### src/rtl/eximg_cfg.svh
// Offsets, field positions, codes and masks of the expansion image map
`ifndef EXIMG_CFG_SVH
`define EXIMG_CFG_SVH
`define EXI_FIRST_SLOT 1
`define EXI_LAST_SLOT 7
`define EXI_EMBED_SLOT 3'h0
`define EXI_WORD_W 16
`define EXI_IMG_WORDS 2
`define EXI_DATA_W 32
`define EXI_ADDR_W 12
`define EXI_REG_CFG 12'h000
`define EXI_REG_SCAN 12'h004
`define EXI_REG_STATUS 12'h008
`define EXI_WIN_BASE 12'h100
`define EXI_WIN_BIT 8
`define EXI_SLOT_HI 7
`define EXI_SLOT_LO 5
`define EXI_WORD_HI 4
`define EXI_WORD_LO 2
`define EXI_CFG_PID_LO 1
`define EXI_CFG_CUR_LO 9
`define EXI_AN_CH0 3'h0
`define EXI_AN_CH1 3'h1
`define EXI_AN_FAULT 3'h4
`define EXI_AN_FLAGS 3'h5
`define EXI_FULL_CODE 16'h7FF8
`define EXI_NORM_HI 16'h79E0
`define EXI_NORM_LO 16'h1860
`define EXI_PROP_MASK 16'hFFF8
`define EXI_PID_MASK 16'hFFFC
`define EXI_MASK6 16'h003F
`define EXI_MASK8 16'h00FF
`define EXI_MASK16 16'hFFFF
`define EXI_ZERO16 16'h0000
`define EXI_ZERO32 32'h00000000
`endif

### src/rtl/eximg_pkg.sv
// Types and mask helpers shared by both ends of the expansion image link
`include "eximg_cfg.svh"
package eximg_pkg;
  typedef enum logic [3:0] {
    EXI_NONE, EXI_IN8, EXI_IN16, EXI_IN32, EXI_OUT6, EXI_OUT8, EXI_OUT16, EXI_OUT32, EXI_AN2
  } eximg_kind_t;

  typedef enum logic [1:0] {EXC_IDLE, EXC_WAIT, EXC_DONE} eximg_cstate_t;

  typedef logic [`EXI_WORD_W-1:0] eximg_word_t;
  typedef eximg_word_t [`EXI_IMG_WORDS-1:0] eximg_pair_t;

  typedef struct packed {
    eximg_pair_t [`EXI_LAST_SLOT:`EXI_FIRST_SLOT] in_img;
    eximg_pair_t [`EXI_LAST_SLOT:`EXI_FIRST_SLOT] out_pend;
    eximg_pair_t [`EXI_LAST_SLOT:`EXI_FIRST_SLOT] out_live;
    logic [`EXI_LAST_SLOT:`EXI_FIRST_SLOT][3:0] an_flag;
    logic [`EXI_LAST_SLOT:`EXI_FIRST_SLOT] an_hw;
    eximg_word_t rdata;
    logic ack;
  } eximg_dev_st_t;

  typedef struct packed {
    eximg_cstate_t st;
    logic loc;
    logic [`EXI_DATA_W-1:0] prdata;
    logic pslverr;
    logic [`EXI_LAST_SLOT:`EXI_FIRST_SLOT] cfg_pid;
    logic [`EXI_LAST_SLOT:`EXI_FIRST_SLOT] cfg_cur;
    eximg_word_t scan_cnt;
    logic scan;
    logic rd;
    logic wr;
    logic [2:0] slot;
    logic [2:0] word;
    eximg_word_t wdata;
  } eximg_ctrl_st_t;

  function automatic eximg_word_t eximg_in_mask(eximg_kind_t k, logic w);
    eximg_word_t m;
    m = `EXI_ZERO16;
    unique case (k)
      EXI_IN8: m = w ? `EXI_ZERO16 : `EXI_MASK8;
      EXI_IN16: m = w ? `EXI_ZERO16 : `EXI_MASK16;
      EXI_IN32: m = `EXI_MASK16;
      default: m = `EXI_ZERO16;
    endcase
    return m;
  endfunction : eximg_in_mask

  function automatic eximg_word_t eximg_out_mask(eximg_kind_t k, logic w);
    eximg_word_t m;
    m = `EXI_ZERO16;
    unique case (k)
      EXI_OUT6: m = w ? `EXI_ZERO16 : `EXI_MASK6;
      EXI_OUT8: m = w ? `EXI_ZERO16 : `EXI_MASK8;
      EXI_OUT16: m = w ? `EXI_ZERO16 : `EXI_MASK16;
      EXI_OUT32: m = `EXI_MASK16;
      default: m = `EXI_ZERO16;
    endcase
    return m;
  endfunction : eximg_out_mask
endpackage : eximg_pkg

### src/rtl/eximg_if.sv
// Word link between the controller scanner and the expansion rack
interface eximg_if;
  logic scan;
  logic rd;
  logic wr;
  logic [2:0] slot;
  logic [2:0] word;
  logic [15:0] wdata;
  logic [7:1] cfg_pid;
  logic [7:1] cfg_cur;
  logic [15:0] rdata;
  logic ack;
  logic [7:1] present;
  modport dev (input scan, rd, wr, slot, word, wdata, cfg_pid, cfg_cur,
               output rdata, ack, present);
  modport ctrl (output scan, rd, wr, slot, word, wdata, cfg_pid, cfg_cur,
                input rdata, ack, present);
endinterface : eximg_if

### src/rtl/eximg_dev.sv
// Expansion rack end: slot images, discrete terminals and two-channel analog inputs
`include "eximg_cfg.svh"
module eximg_dev
  import eximg_pkg::*;
#(
  parameter eximg_kind_t [7:1] SLOT_KIND = {EXI_AN2, EXI_OUT32, EXI_IN32, EXI_OUT16,
                                            EXI_IN16, EXI_OUT8, EXI_IN8}
) (
  input logic mclk,
  input logic resetn,
  eximg_if.dev lnk,
  input logic [7:1][31:0] in_terms,
  output logic [7:1][31:0] out_terms,
  input logic [7:1][1:0][15:0] an_code,
  input logic [7:1] an_hw_err
);
  eximg_dev_st_t q;
  eximg_dev_st_t n;

  // Clamped converter code, then masked into the selected format, shifted right one bit first for PID
  function automatic eximg_word_t encode(eximg_word_t code, logic pid);
    eximg_word_t c;
    c = (code > `EXI_FULL_CODE) ? `EXI_FULL_CODE : code;
    return pid ? ({1'b0, c[15:1]} & `EXI_PID_MASK) : (c & `EXI_PROP_MASK);
  endfunction : encode

  always_comb begin
    eximg_word_t rv;
    int s;
    rv = `EXI_ZERO16;
    s = int'(lnk.slot);
    n = q;
    n.ack = 1'b0;
    for (int i = `EXI_FIRST_SLOT; i <= `EXI_LAST_SLOT; i++) begin
      // One snapshot per scan keeps every word of an image coherent
      if (lnk.scan) begin
        n.out_live[i] = q.out_pend[i];
        for (int w = 0; w < `EXI_IMG_WORDS; w++) begin
          n.in_img[i][w] = in_terms[i][w*16 +: 16] & eximg_in_mask(SLOT_KIND[i], w[0]);
        end
        if (SLOT_KIND[i] == EXI_AN2) begin
          for (int c = 0; c < 2; c++) begin
            n.in_img[i][c] = encode(an_code[i][c], lnk.cfg_pid[i]);
            // Recomputed every scan, so a flag drops once the signal is back
            n.an_flag[i][2*c+1] = an_code[i][c] > `EXI_NORM_HI;
            n.an_flag[i][2*c] = lnk.cfg_cur[i] && (an_code[i][c] < `EXI_NORM_LO);
          end
          n.an_hw[i] = an_hw_err[i];
        end
      end
    end
    // Slot 0 belongs to the controller itself and is never answered with data
    if ((lnk.rd || lnk.wr) && (lnk.slot != `EXI_EMBED_SLOT)) begin
      if (SLOT_KIND[s] inside {EXI_OUT6, EXI_OUT8, EXI_OUT16, EXI_OUT32}) begin
        if (lnk.word < 3'h2) begin
          rv = q.out_pend[s][lnk.word[0]];
          if (lnk.wr) begin
            n.out_pend[s][lnk.word[0]] = lnk.wdata
              & eximg_out_mask(SLOT_KIND[s], lnk.word[0]);
          end
        end
      end else if (SLOT_KIND[s] == EXI_AN2) begin
        unique case (lnk.word)
          `EXI_AN_CH0: rv = q.in_img[s][0];
          `EXI_AN_CH1: rv = q.in_img[s][1];
          `EXI_AN_FAULT: rv = {14'h0000,
                               |{q.an_flag[s][3:2], q.an_hw[s]},
                               |{q.an_flag[s][1:0], q.an_hw[s]}};
          `EXI_AN_FLAGS: rv = {q.an_flag[s][0], q.an_flag[s][1],
                               q.an_flag[s][2], q.an_flag[s][3], 12'h000};
          default: rv = `EXI_ZERO16;
        endcase
      end else if (lnk.word < 3'h2) begin
        rv = q.in_img[s][lnk.word[0]];
      end
    end
    if (lnk.rd || lnk.wr) begin
      n.ack = 1'b1;
      n.rdata = rv;
    end
  end

  always_ff @(posedge mclk or negedge resetn) begin
    if (!resetn) begin
      q <= '0;
    end else begin
      q <= n;
    end
  end

  // Slot index equals position from the left, so the port array order is the rack order
  for (genvar g = `EXI_FIRST_SLOT; g <= `EXI_LAST_SLOT; g++) begin : g_slot
    assign out_terms[g] = {q.out_live[g][1], q.out_live[g][0]};
    assign lnk.present[g] = (SLOT_KIND[g] != EXI_NONE);
  end

  assign lnk.rdata = q.rdata;
  assign lnk.ack = q.ack;
endmodule : eximg_dev

### src/flat_wrapper.sv
// flat-port wrapper written by rule: the top's interface ports become plain ports
module eximg_dev_flat import eximg_pkg::*;
#(
  parameter eximg_kind_t [7:1] SLOT_KIND = {EXI_AN2, EXI_OUT32, EXI_IN32, EXI_OUT16,
                                            EXI_IN16, EXI_OUT8, EXI_IN8}
)
  (mclk, resetn, in_terms, out_terms, an_code, an_hw_err, lnk_scan, lnk_rd, lnk_wr, lnk_slot, lnk_word, lnk_wdata, lnk_cfg_pid, lnk_cfg_cur, lnk_rdata, lnk_ack, lnk_present);
  eximg_if lnk_i ();
  input logic mclk;
  input logic resetn;
  input logic [7:1][31:0] in_terms;
  output logic [7:1][31:0] out_terms;
  input logic [7:1][1:0][15:0] an_code;
  input logic [7:1] an_hw_err;
  input wire logic [$bits(lnk_i.scan)-1:0] lnk_scan;
  input wire logic [$bits(lnk_i.rd)-1:0] lnk_rd;
  input wire logic [$bits(lnk_i.wr)-1:0] lnk_wr;
  input wire logic [$bits(lnk_i.slot)-1:0] lnk_slot;
  input wire logic [$bits(lnk_i.word)-1:0] lnk_word;
  input wire logic [$bits(lnk_i.wdata)-1:0] lnk_wdata;
  input wire logic [$bits(lnk_i.cfg_pid)-1:0] lnk_cfg_pid;
  input wire logic [$bits(lnk_i.cfg_cur)-1:0] lnk_cfg_cur;
  output wire logic [$bits(lnk_i.rdata)-1:0] lnk_rdata;
  output wire logic [$bits(lnk_i.ack)-1:0] lnk_ack;
  output wire logic [$bits(lnk_i.present)-1:0] lnk_present;
  assign lnk_i.scan = lnk_scan;
  assign lnk_i.rd = lnk_rd;
  assign lnk_i.wr = lnk_wr;
  assign lnk_i.slot = lnk_slot;
  assign lnk_i.word = lnk_word;
  assign lnk_i.wdata = lnk_wdata;
  assign lnk_i.cfg_pid = lnk_cfg_pid;
  assign lnk_i.cfg_cur = lnk_cfg_cur;
  assign lnk_rdata = lnk_i.rdata;
  assign lnk_ack = lnk_i.ack;
  assign lnk_present = lnk_i.present;
  eximg_dev #(.SLOT_KIND(SLOT_KIND)) u_core (.mclk(mclk), .resetn(resetn), .lnk(lnk_i), .in_terms(in_terms), .out_terms(out_terms), .an_code(an_code), .an_hw_err(an_hw_err));
endmodule
### config.mk
export PLATFORM = sky130hd
export DESIGN_NAME = eximg_dev_flat
export DESIGN_NICKNAME = d
export VERILOG_FILES = /design/src/rtl/eximg_pkg.sv /design/src/rtl/eximg_if.sv /design/src/rtl/eximg_dev.sv /design/src/flat_wrapper.sv
export VERILOG_INCLUDE_DIRS = /design/src /design/src/rtl
export SDC_FILE = /design/constraint.sdc
export NUM_CORES = 1
export LEC_CHECK = 0
export BUFFER_PORTS_ARGS = -buffer_cell sky130_fd_sc_hd__buf_2
export CORE_AREA = 2 2 286 288
export CTS_CLUSTER_DIAMETER = 150
export DETAILED_ROUTE_END_ITERATION = 10
export DIE_AREA = 0 0 288 290
export PLACE_DENSITY = 0.62
export SLEW_MARGIN = 20
export SYNTH_ARGS = -nofsm -noshare
export SYNTH_HDL_FRONTEND = slang
export SYNTH_SLANG_ARGS = --single-unit
### constraint.sdc
create_clock -name mclk -period 1.6 [get_ports mclk]
set_input_delay 0.24 -clock mclk [delete_from_list [all_inputs] [get_ports mclk]]
set_output_delay 0.24 -clock mclk [all_outputs]
set_load 0.005 [all_outputs]
**Word level (Yosys, flattened, before mapping)**

Memories as Yosys holds them, arrays and structs flattened.
Index checks and enable logic that the tools add are counted.

- Bits in registers: 694
- ROM bits: 32
- Input port bits: 496
- Output and inout port bits: 248
- Logic and storage cells: 131
- Memories: 1

- $lt $le $gt $ge: 11
- Equality and inequality tests: 8
- Multiplexer cells: 40
- Bitwise operators: 13
- Reduce and logical (&&, ||, !) cells: 12

Memories:

| name | depth | width | read ports | clocked after Yosys merged registers in | write ports | line | RTL |
|---|---|---|---|---|---|---|---|
| (no name shown) | 8 | 4 | 1 | 0 | 0 | eximg_dev.sv:54 | `if (SLOT_KIND[s] inside {EXI_OUT6, EXI_OUT8, EXI_OUT16, EXI_OUT32}) begin` |

Operators by type and width:

| operator | number |
|---|---|
| $mux W16 | 22 |
| $bwmux W224 | 1 |
| $and A16 B16 Y16 | 13 |
| $bmux W32 S3 | 2 |
| $pmux W16 S4 | 2 |
| $demux W32 S3 | 1 |
| $mux W32 | 3 |
| $gt A16 B15 Y1 const B | 4 |
| $lt A16 B13 Y1 const B | 2 |
| $demux W16 S1 | 1 |
| $eq A4 B3 Y1 const B | 4 |
| $bmux W4 S3 | 1 |
| $mux W4 | 2 |
| $mux W8 | 1 |
| $eq A3 B3 Y1 const B | 2 |
| $mux W6 | 1 |
| $reduce_or A3 Y1 | 2 |
| $logic_and A1 B1 Y1 | 5 |
| $eq A4 B4 Y1 const B | 1 |
| $lt A3 B4 Y1 const B | 1 |
| $reduce_and A4 Y1 | 1 |
| $reduce_bool A4 Y1 | 1 |
| $bmux W1 S3 | 1 |
| $eq A3 B1 Y1 const B | 1 |
| other kinds (8) | 9 |

**Logic depth before layout (Yosys ltp)**

Gate-level depths: netlist of the first run.

- Word-level depth: 10
- Mapped depth: 12

**Least setup slack after synthesis of the first run**

OpenSTA, ideal clock, no wires.

- Path kind: input port to flip-flop
- Start: input lnk_slot[0]
- End: register u_core.q[457] (netlist name)
- Library setup time: 125 ps
- Arrival: 2744 ps
- Required time: 1475 ps
- Setup slack: -1269 ps
- Cell stages on the path: 11
- Path through: buf_2 buf_2 inv_1 clkbuf_1 ha_1 nor2b_1 nor4_4 nand4_4 nor3_4 buf_6 mux2_2

- Cells in the longest elaborated chain, start to end: 10
- Elaborated cells between the ends (all ways): 22
- Classes of those cells: order compare: 2; eq/ne: 4; mux: 9; bitwise: 1; reduce/logical: 5; memory: 1

RTL lines:

| element | line | RTL |
|---|---|---|
| from (decl) | flat_wrapper.sv:18 | `input wire logic [$bits(lnk_i.slot)-1:0] lnk_slot;` |
| $mem_v2 Z8 W4 | -- |  |
| $mux W4 | -- |  |
| $eq A4 B3 Y1 | eximg_dev.sv:54 |  |
| $pmux W16 S4 | eximg_pkg.sv:54 | `unique case (k)` |
| $mux W16 | eximg_dev.sv:57 | `if (lnk.wr) begin` |
| $mux W16 | eximg_dev.sv:55 | `if (lnk.word < 3'h2) begin` |
| $mux W16 | eximg_dev.sv:54 |  |
| $mux W16 | eximg_dev.sv:53 | `` if ((lnk.rd \|\| lnk.wr) && (lnk.slot != `EXI_EMBED_SLOT)) begin `` |
| $and A16 B16 Y16 | eximg_dev.sv:59 | `& eximg_out_mask(SLOT_KIND[s], lnk.word[0]);` |
| $bwmux W224 | eximg_dev.sv:58 | `n.out_pend[s][lnk.word[0]] = lnk.wdata` |
| to (signal assigned) | eximg_dev.sv:87 | `q <= n;` |
| to (decl) | eximg_dev.sv:17 | `eximg_dev_st_t q;` |

Parallel ways exist; a longest one is shown, timed or not. The select of a mux whose other input is x is not followed.
A chain may end at the register's enable or synchronous reset.

**Worst setup path after layout of the first run**

- Start: register u_core.q[320] (netlist name)
- End: register u_core.q, in the netlist u_core.lnk.rdata[12]

- Cells in the longest elaborated chain, start to end: 7

RTL lines:

| element | line | RTL |
|---|---|---|
| $bmux W32 S3 | eximg_dev.sv:56 | `rv = q.out_pend[s][lnk.word[0]];` |
| $mux W32 (implied by the code) | eximg_dev.sv:56 |  |
| $mux W16 (implied by the code) (2 in a row) | eximg_dev.sv:56 |  |
| $mux W16 | eximg_dev.sv:55 |  |
| $mux W16 | eximg_dev.sv:54 |  |
| $mux W16 | eximg_dev.sv:53 |  |

Every way passes these cells. The select of a mux whose other input is x is not followed.

==> results.txt, run 1 <==
initial antenna violation count: 14
Async SR Flop Fraction: 1.00
dpl cells: 3342
largest area contributor in the netlist: dfrtp_1
via/cell ratio: 4.99
Sinks on Clock Net: 554
fin cells: 3566
fin area: 32700 µm²
critical path peak fanout: 2
met3 Use GR: 0.0571
IO Pins: 744
Die ar.: 83500 µm²
CTS tree: built
share of the synthesized area in the top cell type: 0.551
Fin. Hold Viols: 0
GR Util All Layers: 0.215
Setup WS pre-CTS: -848 ps
Req. time, crit path: 2140 ps
EDFF count, synth: 0
Initial Utilization: 0.314
maximum clock rate: 0.513 GHz
Rows: 104
Least-Margin Pin Slew: 826 ps
top cells by area, synth: dfrtp_1 (55%), mux2_2 (18%), buf_4 (7.4%)
met1 GRT Util: 0.290
Residual DRC: 0
GP Congestion: 0.925
CTS buffer count: 60
DP HPWL: 70500 µm
layout cell share with drive strength beyond 1: 0.508
setup ws final: -349 ps
status: finished with violations
vias post-DR: 17784
Avg Cell Area, Syn: 12.4 µm²
Pleak: 16.3 nW
first-pass GRT wire length: 132000 µm
CP startpoint kind: flop
Final Setup Violations: 6
Fill cells: 7492
total chip power: 0.0333 W
sequential-to-total area share from yosys stat: 0.551
worst min path class: in -> reg
Die W: 288 µm
IO buf count: 358
Yosys Warn Count: 0
Top FF cell, synth: dfrtp_1
routed len/inst: 25.4 µm
vias in the first global route: 18572
total grt overflow: 0
PwrDens: 1020 nW/µm²
Final Cycle Share: 1.22
Yosys reg bits: 554
Worst VDD drop: 1.02 mV
# H-tree levels: 2
root buf cell: clkbuf_16
crit end category: flop
worst slew margin relative to its limit: 0.447
DRT Pass-1 Iters: 5
area grow syn2layout: 30.0%
ANT nets after route: 0
most common library cells after synthesis: dfrtp_1 (554), mux2_2 (398), buf_4 (249)
Detailed Route WL: 90600 µm
most frequent cell after synthesis: dfrtp_1
die height: 290 µm
clk_lat worst skew: 680 ps
Core ar.: 80200 µm²
Final Max Tran Viols: 0
Netlist cell types: 61
setup TNS: -680 ps
GRT Max-Usage Layer: met2
clk slew on worst S/H paths: 60 ps
placed cell areas: 28900 µm²
failing checks: setup timing
largest net degree at the start of global routing: 72
clk_skew: 68.4 ps
clk buf depth: 3
drt initial violations: 1251
max cap viols: 0
Mapped Cells: 2031
M2 GR Usage: 0.334
WP data arrival: 2490 ps
RSZ-0062 raised after global routing: true
mapped cell area: 25200 µm²
Period minus WS final: 1950 ps
number of nets in the layout: 2952
kind of critical path: reg -> reg
## cell families after synthesis
family / count (synthesis) / share of synthesized area
adders and majority gates: 4 / 0.00199
AOI/OAI and AO/OA: 315 / 0.0832
other: 1 / 0.000149
DFF: 554 / 0.551
buffers and inverters: 439 / 0.105
muxes: 470 / 0.211
and+or+nand+nor: 248 / 0.0479
## worst paths after layout
path	slack, ps	depth (start not counted)	end	start
worst max-delay path	-350	5	u_core.lnk.rdata[12]	u_core.q[320]
worst min-delay path	10	3	u_core.q[327]	lnk_wdata[3]
worst max register to register	-350	5	u_core.lnk.rdata[12]	u_core.q[320]
worst min register to register	400	0	u_core.q[495]	u_core.q[495]
max in group asynchronous	810	3	u_core.q[629]	resetn
min in group asynchronous	60	2	u_core.out_terms[138]	resetn
## layout by cell type (no fill, tap or decap), types with 31 or more instances in the layout
cell | netlist | final
buf_2 | 16 | 354
dfrtp_1 | 554 | 553
o21ai_1 | 0 | 83
mux2_2 | 398 | 344
dlygate4sd3_1 | 0 | 103
o21ai_0 | 116 | 31
nor2_1 | 43 | 37
buf_12 | 0 | 50
buf_4 | 249 | 261
a22oi_1 | 37 | 35
mux2_4 | 0 | 57
clkbuf_16 | 0 | 62
mux2i_1 | 61 | 61
nand2_1 | 117 | 116
## registers in the layout, indices dropped and copies added, names as in the netlist
register          cells
u_core.out_terms    224
u_core.q            313
u_core.lnk.ack        1
u_core.lnk.rdata     16
## metal layers
| metal | part of all wire | routed length [µm] |
|---|---|---|
| met4 | 0.034 | 3040 |
| met3 | 0.079 | 7140 |
| met5 | 0.00038 | 34 |
| met2 | 0.46 | 41200 |
| met1 | 0.43 | 39100 |
## what timing repair did
action,in CTS,in global routing
gates resized for setup,49,62
hold buffers,103,0
buffers inserted,2,5
pin swaps,23,25
endpoints found under the hold margin,657,0
gates cloned,0,2
endpoints found under the setup margin,26,134
## cell type report
| cell class | count | area, µm² | share of cell area |
|---|---|---|---|
| sequential | 554 | 13900 | 0.424 |
| multi-input combinational | 1044 | 9320 | 0.285 |
| timing repair buffer | 777 | 5900 | 0.180 |
| clock buffer | 75 | 1620 | 0.0495 |
| tap | 1060 | 1330 | 0.0406 |
| clock inverter | 38 | 616 | 0.0188 |
| inverter | 15 | 58.8 | 0.00180 |
| antenna | 3 | 7.51 | 0.000230 |
## through the flow
stage	util	hold slack (ps)
2_1_floorplan	-	-55.6
3_3_place_gp	0.360	156
3_5_place_dp	0.360	160
4_1_cts	0.404	1.90
5_1_grt	0.408	31.2
6_report	0.408	13.1
## power by group
group	switching [W]	internal, W	leakage [nW]
sequential	0.000263	0.0143	7.50
clock	0.00619	0.00935	1.10
combinational	0.00171	0.00145	7.69
total	0.00817	0.0251	16.3
## worst max-delay path: stages, from the launching register on
cell	delay, ps
dfrtp_1	430
mux4_2	470
a22o_1	250
a311oi_4	310
o32ai_2	120
a211o_1	230
(Power assumes the default switching activity.)
==> run 2: changes to the inputs <==
Settings changed: CORE_AREA 2 2 286 288 to 4 4 288 290, DIE_AREA 0 0 288 290 to 0 0 292 294, RECOVER_POWER from default to 25.
==> run 2 against run 1 <==
  * Sequential power about the same
  * Power down 3.8%
  * Utilization down 0.85 points
  * Setup slack improved by 24 ps
  * Routed wire length rose by 0.89%
  * Critical path depth unchanged
  * Die area is 2.8% higher
  * Sequential share of layout area grew 0.83 points
  * Cell count shrank 0.39%
  * Maximum frequency up 1.3%
  * First-iteration DRC count fell by 5.6%
  * Via count decreased by 1.3%
  * The run still ends with setup timing left
==> results.txt, run 2 (synthesis results as in run 1) <==
largest net degree at the start of global routing: 101 (+40%)
vias in the first global route: 18582 (+0.054%)
worst slew margin relative to its limit: 0.144 (-0.303)
CTS tree: built
CP Cell Sequence: mux4_2 -> a22o_1 -> a311oi_2 -> o32ai_1 -> a211o_1
layout cell share with drive strength beyond 1: 0.499 (-0.00860)
number of nets in the layout: 2935 (-0.58%)
Top reg by flops: u_core.q
Worst VDD drop: 0.967 mV (-5.4%)
status: finished with violations
Detailed Route WL: 91400 µm (+0.89%)
via/cell ratio: 4.94 (-0.88%)
Worst path max stage delay: 460 ps (about the same)
DRT Pass-1 Iters: 5 (unchanged)
first-pass GRT wire length: 131000 µm (-1.1%)
max cap viols: 0 (unchanged)
Final Max Tran Viols: 0 (unchanged)
CP bufs+invs: 0 (unchanged)
most common cell after layout, fill and taps aside: dfrtp_1
most frequent cells in the layout: dfrtp_1 (552), mux2_2 (355), buf_2 (353)
clk slew on worst S/H paths: 60 ps (about the same)
critical path peak fanout: 2 (unchanged)
maximum clock rate: 0.520 GHz (+1.3%)
crit path max-delay cell type: dfrtp_2
total grt overflow: 0 (unchanged)
root buf cell: clkbuf_16
Rows: 104 (unchanged)
GR Util All Layers: 0.206 (-0.00884)
WP data arrival: 2430 ps (-60 ps)
DP HPWL: 70800 µm (+0.47%)
Pleak: 15.9 nW (-2.2%)
ANT nets after route: 0 (unchanged)
Initial Utilization: 0.313 (-0.000509)
die height: 294 µm (+1.4%)
Die W: 292 µm (+1.4%)
# H-tree levels: 2 (unchanged)
Sinks on Clock Net: 554 (unchanged)
failing checks: setup timing
RSZ-0062 raised after global routing: true
R2R Setup Slk: -320 ps (+20 ps)
CTS buffer count: 60 (unchanged)
clk buf depth: 3 (unchanged)
Die ar.: 85800 µm² (+2.8%)
Residual DRC: 0 (unchanged)
area grow syn2layout: 27.5%
cell family with most CP delay: compound AO/OA/AOI/OAI gates
fin area: 32100 µm² (-1.9%)
clk_skew: 15.7 ps (-52.7 ps)
Final Cycle Share: 1.20 (-0.0151)
Final Setup Violations: 337 (+331)
IO Pins: 744 (unchanged)
Req. time, crit path: 2110 ps (-30 ps)
CP startpoint kind: flop
crit end category: flop
kind of critical path: reg -> reg
drt initial violations: 1181 (-5.6%)
setup ws final: -325 ps (+24.1 ps)
Fin. Hold Viols: 0 (unchanged)
vias post-DR: 17558 (-1.3%)
placed cell areas: 28600 µm² (-0.86%)
Period minus WS final: 1920 ps (-24.1 ps)
routed len/inst: 25.7 µm (+1.3%)
Least-Margin Pin Slew: 1280 ps (+457 ps)
initial antenna violation count: 16 (+2)
Largest register FFs: 313 (unchanged)
GP Congestion: 0.885 (-4.3%)
Fin Hold WS: 69.7 ps (+56.6 ps)
Core ar.: 80300 µm² (+0.16%)
worst min path class: in -> reg
PwrDens: 998 nW/µm² (-2.0%)
IO buf count: 358 (unchanged)
clk_lat worst skew: 630 ps (-50 ps)
## run 2: cell types whose count changed in the layout (fill, tap and decap cells not counted), sizes merged
| cell | previous run | this run |
|---|---|---|
| dlygate4sd3 | 103 | 92 |
| diode | 3 | 8 |
| clkinvlp | 1 | 8 |
| inv | 17 | 19 |
| dlymetal6s4s | 0 | 1 |
| buf | 672 | 631 |
| bufinv | 13 | 5 |
| clkinv | 22 | 13 |
| clkbuf | 77 | 117 |
## run 2: through the flow
| stage | util | worst slack [ps] | total power (W) | setup TNS (ps) | std cells |
|---|---|---|---|---|---|
| detailed placement | 0.356 | -965 | 0.0176 | -120110 | 3329 |
| floorplan | - | -1050 | 0.0160 | -123680 | 2037 |
| finish | 0.400 | -325 | 0.0320 | -23910 | 3552 |
| CTS | 0.396 | -315 | 0.0323 | -781 | 3535 |
| global placement | 0.356 | -971 | 0.0176 | -113900 | 3329 |
| global route | 0.399 | -368 | 0.0332 | -97930 | 3547 |
## run 2: report_power, final
| group | switching (W) | internal, W |
|---|---|---|
| logic | 0.00170 | 0.00137 |
| registers | 0.000232 | 0.0143 |
| clock network | 0.00604 | 0.00834 |
| total | 0.00798 | 0.0240 |
## run 2: worst register-to-register path, delay by kind of cell (launching register included)
kind           cells  cell delay, ps
AO/OA/AOI/OAI      4             890
multiplexers       1             460
flip-flops         1             460
## run 2: final cells by class
cell class	instances	area, µm²
timing repair buffer	760	5520
multi-input combinational	1044	9250
antenna	8	20.0
sequential	554	13900
tap	1060	1330
inverter	15	56.3
fill	7563	48200
clock buffer	81	1710
clock inverter	30	332
## run 2: routing by layer
metal	wire length [µm]	GRT usage	vias to the layer above
li1	-	-	7764
met1	40600	0.283	9010
met2	40600	0.316	625
met3	7100	0.0574	153
met4	3160	0.0698	6
met5	41	0	-
## run 2: repair_timing
item                                    in CTS  in global routing
pin swaps                                   15                 22
gates cloned                                 0                  2
endpoints found under the setup margin     105                119
gates resized for setup                     48                 39
hold endpoints to repair                   569                  1
hold buffers                                92                  1
buffers inserted                             3                  9
## run 2: worst paths after layout
path | startpoint | endpoint | cells past startpoint
setup / recovery | u_core.q[320] | u_core.lnk.rdata[12] | 5
hold / removal | lnk_wdata[5] | u_core.q[329] | 4
setup reg to reg | u_core.q[320] | u_core.lnk.rdata[12] | 5
hold reg to reg | u_core.q[408] | u_core.q[408] | 0
max in group asynchronous | resetn | u_core.q[710] | 4
min in group asynchronous | resetn | u_core.out_terms[98] | 2
==> run 3: changes to the inputs <==
Settings changed: CORE_AREA 4 4 288 290 to 4 4 290 292, DIE_AREA 0 0 292 294 to 0 0 294 296, PLACE_DENSITY 0.62 to 0.61.
==> run 3 against run 2 <==
  * The flow still finishes with violations (setup timing)
  * Critical path depth unchanged
  * Clock power up 5%
  * Setup slack better by 51 ps
  * Sequential power about the same
  * Clock skew up 7.1 ps
  * Utilization down 0.42 points
  * Largest cell class unchanged
==> results.txt, run 3 (synthesis results as in run 1) <==
status: finished with violations
failing checks: setup timing
root buf cell: clkbuf_16
Worst Setup EP: u_core.lnk.rdata[12]
crit end category: flop
R2R Setup Slk: -270 ps (+50 ps)
kind of critical path: reg -> reg
CTS buffer count: 61 (+1.7%)
Core ar.: 81600 µm² (+1.6%)
dpl cells: 3362 (+0.99%)
first-pass GRT wire length: 130000 µm (-0.78%)
setup ws final: -274 ps (+51.0 ps)
Pleak: 16.1 nW (+0.84%)
drt initial violations: 1352 (+14%)
worst r2r path cells: 5 (unchanged)
routed len/inst: 25.3 µm (-1.5%)
Worst path max stage delay: 470 ps (about the same)
Residual DRC: 0 (unchanged)
IO Pins: 744 (unchanged)
DP HPWL: 70900 µm (about the same)
vias in the first global route: 18505 (-0.41%)
fin cells: 3573 (+0.59%)
Fin. Hold Viols: 0 (unchanged)
Least-Margin Pin Slew: 1300 ps (+21.0 ps)
GP Congestion: 0.937 (+5.9%)
DRT Pass-1 Iters: 5 (unchanged)
Final Max Tran Viols: 0 (unchanged)
GR Util All Layers: 0.203 (-0.00342)
critical path peak fanout: 2 (unchanged)
Detailed Route WL: 90600 µm (-0.93%)
CP Cell Sequence: mux4_2 -> a22o_1 -> a311oi_2 -> o32ai_1 -> a211o_1
CP startpoint kind: flop
most frequent cells in the layout: dfrtp_1 (549), mux2_2 (355), buf_2 (354)
clk slew on worst S/H paths: 60 ps (about the same)
RSZ-0062 raised after global routing: true
setup TNS: -936 ps (+22980 ps)
largest net degree at the start of global routing: 90 (-11%)
via/cell ratio: 4.94 (about the same)
Rows: 105 (+0.96%)
clk buf depth: 3 (unchanged)
Final Setup Violations: 51 (-85%)
vias post-DR: 17659 (+0.58%)
most common cell after layout, fill and taps aside: dfrtp_1
CTS tree: built
crit path max-delay cell type: mux4_2
initial antenna violation count: 12 (-4)
WP data arrival: 2390 ps (-40 ps)
crit path launch: u_core.q[480]
worst slew margin relative to its limit: 0.130 (-0.0140)
total chip power: 0.0327 W (+2.1%)
reg-to-reg endpoint: u_core.lnk.rdata[12]
PwrDens: 1010 nW/µm² (+1.6%)
clk_lat worst skew: 650 ps (+20 ps)
ANT nets after route: 0 (unchanged)
Req. time, crit path: 2120 ps (about the same)
worst min path class: in -> reg
IO buf count: 358 (unchanged)
die height: 296 µm (+0.68%)
area grow syn2layout: 28.2%
# H-tree levels: 2 (unchanged)
clk_skew: 22.9 ps (+7.14 ps)
Final Cycle Share: 1.17 (-0.0319)
Die W: 294 µm (+0.68%)
Setup WS pre-CTS: -822 ps (+142 ps)
Worst VDD drop: 0.798 mV (-17%)
RR Startpoint: u_core.q[480]
Initial Utilization: 0.308 (-0.00498)
Period minus WS final: 1870 ps (-51.0 ps)
number of nets in the layout: 2945 (+0.34%)
Largest register FFs: 313 (unchanged)
max cap viols: 0 (unchanged)
Top reg by flops: u_core.q
Sinks on Clock Net: 554 (unchanged)
total grt overflow: 0 (unchanged)
Die ar.: 87000 µm² (+1.4%)
maximum clock rate: 0.534 GHz (+2.7%)
layout cell share with drive strength beyond 1: 0.501 (+0.00141)
run 3: worst max-delay path: cells and delay by family (launching register included):
family / cells / cell delay, ps
compound gates: 4 / 840
mux: 1 / 470
flops: 1 / 450
run 3: how the worst min path moves through the flow:
stage	startpoint	to	slack (ps)	cells past startpoint
after floorplan	resetn	u_core.lnk.ack	-60	0
after global placement	resetn	u_core.out_terms[215]	80	1
after detailed placement	resetn	u_core.out_terms[215]	80	1
after CTS	lnk_wdata[2]	u_core.q[374]	1	4
after global routing	lnk_wdata[2]	u_core.q[278]	10	4
final	lnk_wdata[2]	u_core.q[374]	30	4
run 3: what timing repair did:
item,in CTS,in global routing
endpoints found under the setup margin,38,131
pin swaps,22,19
endpoints found under the hold margin,626,0
gates resized for setup,36,42
hold buffers,91,0
setup buffers,2,2
run 3: through the flow:
stage	utilization	hold slack [ps]	cell area [µm²]
CTS	0.393	1.05	32100
floorplan	-	-55.6	25500
global placement	0.354	81.8	28800
detailed placement	0.354	84.5	28800
global route	0.395	14.4	32200
finish	0.395	32.4	32300
run 3: final cells by class:
class	instances	area, µm²
fill	7717	49300
sequential	554	13900
multi-input combinational	1044	9200
timing repair buffer	769	5600
clock buffer	81	1700
tap	1070	1340
clock inverter	32	458
inverter	15	56.3
antenna	8	20.0
run 3: metal layers:
layer / global-route usage / wire length, µm / share of wire / vias up
met4: 0.0663 / 2920 / 0.032 / 2
met1: 0.272 / 39100 / 0.43 / 9066
met2: 0.307 / 39800 / 0.44 / 669
met3: 0.0729 / 8750 / 0.097 / 129
met5: 0 / 10 / 0.00011 / -
li1: - / - / - / 7793
run 3: power breakdown:
| group | switching, W | internal, W | leakage (nW) |
|---|---|---|---|
| clock network | 0.00609 | 0.00896 | 1.04 |
| logic | 0.00169 | 0.00139 | 7.53 |
| registers | 0.000238 | 0.0143 | 7.50 |
| total | 0.00802 | 0.0247 | 16.1 |
